$ cat config.mk
export PLATFORM = sky130hd
export DESIGN_NAME = bgt_threshold_regs
export DESIGN_NICKNAME = d
export VERILOG_FILES = /design/src/bgt_pkg.sv /design/src/bgt_threshold_regs.sv /design/src/bgt_pin_sync.sv
export SDC_FILE = /design/constraint.sdc
export NUM_CORES = 1
export LEC_CHECK = 0
export BUFFER_PORTS_ARGS = -buffer_cell sky130_fd_sc_hd__buf_2
export CORE_MARGIN = 2
export CORE_UTILIZATION = 55
export CTS_CLUSTER_DIAMETER = 200
export CTS_CLUSTER_SIZE = 25
export DETAILED_ROUTE_END_ITERATION = 8
export PLACE_DENSITY = 0.83
export SYNTH_ARGS = -nofsm -noshare
export SYNTH_HDL_FRONTEND = slang
export SYNTH_SLANG_ARGS = --single-unit
export TNS_END_PERCENT = 1
$ cat constraint.sdc
create_clock -name clk -period 5.95 [get_ports clk]
set_input_delay 1.19 -clock clk [delete_from_list [all_inputs] [get_ports clk]]
set_output_delay 1.19 -clock clk [all_outputs]
set_load 0.01 [all_outputs]
$ cat src/bgt_pkg.sv
/*
 package for the backlight gray threshold register bank: command codes,
 reset values, floor tables and content modes.
 assumes nothing of its surroundings; every user writes bgt_pkg::name.
*/
package bgt_pkg;
   // command codes on the command bus
   localparam logic [7:0] CMD_UI_WHITE_RATIO       = 8'hCA;
   localparam logic [7:0] CMD_MOTION_STILL_FLOOR   = 8'hCB;
   localparam logic [7:0] CMD_UI_GRAY_FLOOR        = 8'hCC;
   // values after reset
   localparam logic [7:0] RST_UI_WHITE_RATIO       = 8'h0B;
   localparam logic [7:0] RST_MOTION_STILL_FLOOR   = 8'hA8;
   localparam logic [7:0] RST_UI_GRAY_FLOOR        = 8'h03;
   localparam logic [7:0] RST_CMD                  = 8'h00;
   localparam logic [7:0] RST_THRESHOLD            = 8'hFF;
   localparam logic [5:0] RST_PIXEL_OUT            = 6'h00;
   // field positions inside the parameter byte
   localparam int         CODE_W                   = 4;
   localparam int         MOTION_CODE_LSB          = 4;
   localparam int         STILL_CODE_LSB           = 0;
   // floor tables: base minus step times code
   localparam logic [7:0] MOTION_FLOOR_BASE        = 8'hE0;
   localparam logic [7:0] UI_FLOOR_BASE            = 8'hFC;
   localparam logic [7:0] FLOOR_STEP               = 8'h04;
   // full white output level
   localparam logic [5:0] WHITE_LEVEL              = 6'h3F;
   // pin bundle width and idle levels {dcx, rd_n, wr_n, data}
   localparam int         DATA_W                   = 24;
   localparam int         PIN_W                    = DATA_W + 3;
   localparam logic [26:0] PIN_IDLE                = 27'h700_0000;

   typedef enum logic [1:0] {
      BGT_MODE_MOVING,
      BGT_MODE_STILL,
      BGT_MODE_UI
   } bgt_mode_t;
endpackage : bgt_pkg

$ cat src/bgt_threshold_regs.sv
/*
 command-bus register bank for white ratio and gray threshold floors, and
 the clamp that applies the floor of the current content mode.
 assumes an outside histogram stage supplies the computed threshold.
*/
// Notes on behaviour
// RULE1: command CAh sets UI white ratio, default 0Bh
// RULE2: UI ratio limits share of pixels at 63
// RULE3: threshold keeps the fixed white pixel count
// RULE4: command CBh sets moving/still floors, default A8h
// RULE5: moving floor 224 down by four to 164
// RULE6: still code sets the still threshold floor
// RULE7: command CCh sets UI floor, default 03h
// RULE8: UI floor 252 down by four to 192
// RULE9: settings accepted in every power state
// RULE10: host sends command then parameter on rising strobe
// RULE11: use setting set of the current mode
`timescale 1ns/1ps
module bgt_threshold_regs (
   input  wire logic              clk,
   input  wire logic              sys_rst,
   input  wire logic              data_command_select,
   input  wire logic              read_strobe_n,
   input  wire logic              write_strobe_n,
   input  wire logic [23:0]       data_bus,
   input  wire bgt_pkg::bgt_mode_t content_mode,
   input  wire logic [7:0]        computed_gray_threshold,
   input  wire logic [7:0]        pixel_gray,
   output logic      [7:0]        ui_white_ratio,
   output logic      [7:0]        motion_still_gray_floor,
   output logic      [7:0]        ui_gray_floor,
   output logic      [3:0]        ui_white_ratio_code,
   output logic      [7:0]        white_gray_threshold,
   output logic                   pixel_is_white,
   output logic      [5:0]        pixel_out
);
   logic [bgt_pkg::PIN_W-1:0] pins_lvl;
   logic                      dcx_l, rd_n_l, wr_n_l, wr_n_prev, wr_rise;
   logic [7:0]                byte_l;
   logic [7:0]                cmd, next_cmd;
   logic                      param_pend, next_param_pend;
   logic [7:0]                next_ui_white_ratio, next_ms_floor, next_ui_floor;
   logic [7:0]                floor_sel, next_threshold;
   logic                      next_pixel_is_white;
   logic [5:0]                next_pixel_out;
   logic [3:0]                motion_code, still_code, ui_code;

   // all command pins come from the host's domain
   bgt_pin_sync #(
      .W       (bgt_pkg::PIN_W),
      .RST_VAL (bgt_pkg::PIN_IDLE)
   ) u_sync (
      .clk     (clk),
      .sys_rst (sys_rst),
      .pin_in  ({data_command_select, read_strobe_n, write_strobe_n, data_bus}),
      .level   (pins_lvl)
   );

   // pin fields; data bits above 7 are ignored
   // a strobe is seen only after the filter, so each phase needs two clocks
   assign dcx_l   = pins_lvl[26];
   assign rd_n_l  = pins_lvl[25];
   assign wr_n_l  = pins_lvl[24];
   assign byte_l  = pins_lvl[7:0];                              // [RULE10]
   assign wr_rise = wr_n_l & ~wr_n_prev & rd_n_l;               // [RULE10]

   // command decode and parameter capture; no power state gates it [RULE9]
   always_comb begin
      next_cmd            = cmd;
      next_param_pend     = param_pend;
      next_ui_white_ratio = ui_white_ratio;
      next_ms_floor       = motion_still_gray_floor;
      next_ui_floor       = ui_gray_floor;
      if (wr_rise && !dcx_l) begin
         next_cmd        = byte_l;                              // [RULE10]
         next_param_pend = 1'b1;
      end else if (wr_rise && dcx_l && param_pend) begin
         next_param_pend = 1'b0;                                // one byte each
         if (cmd == bgt_pkg::CMD_UI_WHITE_RATIO) begin
            next_ui_white_ratio = {4'h0, byte_l[3:0]};          // [RULE1]
         end else if (cmd == bgt_pkg::CMD_MOTION_STILL_FLOOR) begin
            next_ms_floor = byte_l;                             // [RULE4]
         end else if (cmd == bgt_pkg::CMD_UI_GRAY_FLOOR) begin
            next_ui_floor = {4'h0, byte_l[3:0]};                // [RULE7]
         end
      end
   end

   // command state and the three settings
   always_ff @(posedge clk) begin
      if (sys_rst) begin
         cmd                     <= bgt_pkg::RST_CMD;
         param_pend              <= 1'b0;
         wr_n_prev               <= 1'b1;
         ui_white_ratio          <= bgt_pkg::RST_UI_WHITE_RATIO;
         motion_still_gray_floor <= bgt_pkg::RST_MOTION_STILL_FLOOR;
         ui_gray_floor           <= bgt_pkg::RST_UI_GRAY_FLOOR;
      end else begin
         cmd                     <= next_cmd;
         param_pend              <= next_param_pend;
         wr_n_prev               <= wr_n_l;
         ui_white_ratio          <= next_ui_white_ratio;
         motion_still_gray_floor <= next_ms_floor;
         ui_gray_floor           <= next_ui_floor;
      end
   end

   // code fields
   assign motion_code         = motion_still_gray_floor[bgt_pkg::MOTION_CODE_LSB +: 4];
   assign still_code          = motion_still_gray_floor[bgt_pkg::STILL_CODE_LSB +: 4];
   assign ui_code             = ui_gray_floor[3:0];
   assign ui_white_ratio_code = ui_white_ratio[3:0];            // [RULE2]

   // floor of the current mode, clamp, and white mapping
   always_comb begin
      case (content_mode)
         bgt_pkg::BGT_MODE_MOVING:
            floor_sel = 8'(bgt_pkg::MOTION_FLOOR_BASE - bgt_pkg::FLOOR_STEP * motion_code); // [RULE5]
         bgt_pkg::BGT_MODE_STILL:
            floor_sel = 8'(bgt_pkg::MOTION_FLOOR_BASE - bgt_pkg::FLOOR_STEP * still_code);  // [RULE6]
         default:
            floor_sel = 8'(bgt_pkg::UI_FLOOR_BASE - bgt_pkg::FLOOR_STEP * ui_code);         // [RULE8]
      endcase
      // the incoming threshold already keeps the white count; only raise it
      next_threshold = (computed_gray_threshold < floor_sel) ?
                       floor_sel : computed_gray_threshold;     // [RULE3] [RULE11]
      next_pixel_is_white = (pixel_gray >= white_gray_threshold);
      next_pixel_out = next_pixel_is_white ? bgt_pkg::WHITE_LEVEL : pixel_gray[7:2]; // [RULE2]
   end

   // registered threshold and pixel outputs
   always_ff @(posedge clk) begin
      if (sys_rst) begin
         white_gray_threshold <= bgt_pkg::RST_THRESHOLD;
         pixel_is_white       <= 1'b0;
         pixel_out            <= bgt_pkg::RST_PIXEL_OUT;
      end else begin
         white_gray_threshold <= next_threshold;
         pixel_is_white       <= next_pixel_is_white;
         pixel_out            <= next_pixel_out;
      end
   end
endmodule : bgt_threshold_regs

$ cat src/bgt_pin_sync.sv
/*
 three-stage synchroniser for the command bus pins; a change is passed on
 once the second and third stages agree.
 assumes asynchronous pins and one system clock.
*/
`timescale 1ns/1ps
module bgt_pin_sync #(
   parameter int                W       = 1,
   parameter logic [W-1:0]      RST_VAL = '0
) (
   input  wire logic            clk,
   input  wire logic            sys_rst,
   input  wire logic [W-1:0]    pin_in,
   output logic      [W-1:0]    level
);
   logic [W-1:0] s1, s2, s3;
   logic [W-1:0] next_s1, next_s2, next_s3, next_level;

   // per-bit filter: second and third stage must agree
   genvar g;
   generate
      for (g = 0; g < W; g++) begin : g_bit
         always_comb begin
            next_level[g] = (s2[g] == s3[g]) ? s3[g] : level[g];
         end
      end
   endgenerate

   // shift chain, first stage read only by the second
   always_comb begin
      next_s1 = pin_in;
      next_s2 = s1;
      next_s3 = s2;
   end

   always_ff @(posedge clk) begin
      if (sys_rst) begin
         s1    <= RST_VAL;
         s2    <= RST_VAL;
         s3    <= RST_VAL;
         level <= RST_VAL;
      end else begin
         s1    <= next_s1;
         s2    <= next_s2;
         s3    <= next_s3;
         level <= next_level;
      end
   end
endmodule : bgt_pin_sync

==> results.md <==
| Item | This run | Unit |
| --- | --- | --- |
| Fin nets | 467 | - |
| TritonCTS Buffers | 9 | - |
| Highest clock rate | 263 | MHz |
| Fraction of registers with async set/reset | 0 | % |
| Area fraction of the dominant cell type after synthesis | 51.9 | % |
| Routed Antenna Nets | 0 | - |
| Ports placed on the boundary | 90 | - |
| Number of distinct standard cells referenced by the synthesized netlist | 37 | - |
| Detailed-route wire length | 5890 | um |
| Worst setup slack for register-to-register paths | 3040 | ps |
| Average size of a mapped cell | 9.39 | um2 |
| IR drop worst, VDD | 209 | uV |
| Number of cells in the design after placement | 471 | - |
| Vias in the first global route | 2190 | - |
| Fraction of layout cells with a size suffix above 1 | 23.5 | % |
| Final critical-path required period | 3800 | ps |
| Buffers from clock root to sink, at most | 2 | - |
| Antenna cells | 0 | - |
| Remaining global-route overflow | 0 | - |
| First-pass GRT wire length | 9450 | um |
| Post-DP Area | 3590 | um2 |
| Sequential share of the synthesized area | 51.9 | % |
| Post-route standard cell area excluding fillers | 3750 | um2 |
| Leakage power summed over all cells | 1.62 | nW |
| Hold wc startpoint | u_sync.next_s2[26] | - |
| R2r startpoint | motion_still_gray_floor[2] | - |
| Root cell of the clock tree | clkbuf_8 | - |
| Hold Path Class | reg2reg | - |
| Most common cell in the netlist | dfxtp_1 | - |
| Critical path type | in2reg | - |
| Number of placement rows | 28 | - |
| Post-route insts no fill | 487 | - |
| Post-Route Skew | 5.93 | ps |
| Combinational power share | 8.3 | % |
| Top cell type by total area after synthesis | dfxtp_1 | - |
| Synthesized instance count | 349 | - |
| Synth Area in Compound Gates | 10.6 | % |
| Adder-Cell Fraction of Synth Area | 4.96 | % |
| Total Die Area | 6590 | um2 |
| Crit path DAT | 4040 | ps |
| PD cells | 273 | nW/um2 |
| Proportion of total power due to net switching | 24.2 | % |
| Synthesis Warnings | 0 | - |
| Synthesized-area fraction occupied by xor and xnor cells | 0.267 | % |
| Depth of the worst register-to-register path | 10 | - |
| # Post-CTS Setup Buffers | 0 | - |
| Drt first pass iters | 4 | - |
| Detailed-placement wirelength estimate | 4320 | um |
| Routability Congestion | 0.770 | - |
| Pin count of the biggest net entering global routing | 53 | - |
| Detailed Route Iter0 Violations | 117 | - |
| Insertion delay to the later sink of the worst-skew pair | 350 | ps |
| Endpoint of the most critical register-to-register path | white_gray_threshold[3] | - |
| Post-synth top cells | dfxtp_1, nand2_1, a21oi_1 | - |
| Synth Area in Simple Gates | 19.9 | % |
| Starting density of the core | 56.0 | % |
| Final sum of negative setup slack | 0 | ps |
| CTS Hold Bufs | 0 | - |
| Area growth from synthesis to layout | 14.6 | % |
| Top fanout value on the critical path | 10 | - |
| Worst-case hold path end point | u_sync.next_s3[26] | - |
| Final setup viols | 0 | - |
| Number of H-tree levels | 3 | - |
| Fin crit share | 63.9 | % |
| Top flip-flop cell by instance count after synthesis | dfxtp_1 | - |
| Slew Limit Headroom | 43.8 | % |
| Fin. Hold Viols | 0 | - |
| TritonCTS Sinks | 85 | - |
| Avg WL per Cell | 12.1 | um |
| Vias after detailed routing | 2424 | - |
| Clk pwr share | 33.8 | % |
| Via/cell ratio | 4.98 | - |
| DRC viols | 0 | - |
| Required @ worst endpoint | 6190 | ps |
| Number of pins exceeding their max-slew limit in the final report | 0 | - |
| Outcome | completed | - |
| Top post-synthesis cells by area | dfxtp_1, mux2i_1, a21oi_1 | - |
| Number of stages on the worst hold path | 1 | - |
| Area of the core region | 5850 | um2 |
| Type of destination of the critical path | flip-flop | - |
| NetSw | 0.247 | mW |
| Cells resized by post-CTS repair | 0 | - |
| Main combinational cell family by area after synthesis | simple AND/OR/NAND/NOR gates | - |
| Die H | 81.2 | um |
| Startpoint type of the worst setup path | input pin | - |
| Total routing resource utilization after global routing | 19.0 | % |
| Clock tree from TritonCTS | built | - |
| Post-synthesis instance area | 3280 | um2 |
| Number of synthesized flops with an enable pin | 0 | - |
| Worst-path clk slew | 80 | ps |
| RSZ-0062 raised after global routing | false | - |
| Measured slew at the worst slew-check pin | 843 | ps |
| Width of the chip | 81.2 | um |
| Initial antenna violation count | 0 | - |
| Multiplexer fraction of the synthesized cell area | 6.15 | % |
| Synthesis-stage register bit count | 85 | - |
| Design internal power | 0.776 | mW |
| Share of power burned in registers | 57.9 | % |
| Sum of internal, switching and leakage power | 1.02 | mW |
| Number of max-cap violations | 0 | - |
| Quantity of I/O buffers inserted on ports | 65 | - |
-- state kept, by name, indices dropped and copies added (netlist names), 6 cells and up --
name	cells
u_sync.level	11
u_sync.next_s2	11
u_sync.next_s3	11
u_sync.s3	11
cmd	8
motion_still_gray_floor	8
white_gray_threshold	8
pixel_out	6
-- cells in the final DEF (no fill, tap or decap), types with 3 or more instances in the layout --
cell type   instances
nor2_1             25
a21oi_1            35
nor4_1              3
ha_1               13
o21ai_0            14
a211oi_1            4
conb_1              9
clkinvlp_4          3
buf_2              65
mux2i_1            19
nand2_1            39
nor3_1              8
inv_1              12
nor2b_1            25
or2_2              12
clkbuf_8            9
dfxtp_1            85
-- logic make-up after synthesis --
group | after synthesis
DFF | 85
AOI/OAI and AO/OA | 63
other | 2
xor gates and xnor gates | 1
buffers and inverters | 39
adders and majority gates | 13
and+or+nand+nor | 126
muxes | 20
-- metal layers --
metal	up-vias	GRT usage (%)	routed length [um]
met5	-	0	0
met4	0	6.10	80
met3	9	6.78	360
met2	63	33.6	2900
met1	1088	21.2	2550
li1	1264	-	-
-- final cells by class --
type,count,area (um2)
clock buffer,11,131
clock inverter,5,36.3
fill,462,2100
inverter,12,45.0
multi-input combinational,232,1410
sequential,85,1700
tap,75,93.8
timing repair buffer,67,340
-- through the flow --
stage          utilization [%]  hold WS (ps)  setup WS [ps]
2_1_floorplan                -           389           2370
3_3_place_gp              61.3           395           1860
3_5_place_dp              61.3           397           1780
4_1_cts                   64.2           417           2150
5_1_grt                   64.2           436           1920
6_report                  64.2           413           2150
-- power by group through the flow --
stage | logic, mW | registers [mW] | clock network, mW
2_1_floorplan | 0.0555 | 0.610 | 0
3_3_place_gp | 0.0816 | 0.605 | 0
3_5_place_dp | 0.0856 | 0.606 | 0
4_1_cts | 0.0858 | 0.593 | 0.354
5_1_grt | 0.0973 | 0.595 | 0.377
6_report | 0.0852 | 0.593 | 0.346
-- critical path, stage by stage --
cell      delay, ps
buf_2           180
nand2b_1        260
mux2i_1         290
ha_1            220
xor2_1          140
o21ai_0         120
ha_1            290
nand4_1          80
o32ai_1         690
buf_4           260
mux2i_1          70
or2_2           270
-- worst max path at each step --
stage               startpoint                       to  slack (ps)  cells after the start
4_1_cts        content_mode[1]  white_gray_threshold[3]        2150                     12
2_1_floorplan  content_mode[1]  white_gray_threshold[5]        2370                     13
3_5_place_dp   content_mode[1]  white_gray_threshold[3]        1780                     12
3_3_place_gp   content_mode[1]  white_gray_threshold[3]        1860                     12
6_report       content_mode[1]  white_gray_threshold[3]        2150                     12
5_1_grt        content_mode[1]  white_gray_threshold[3]        1920                     12
No activity file was read; power rests on OpenSTA's default activity.
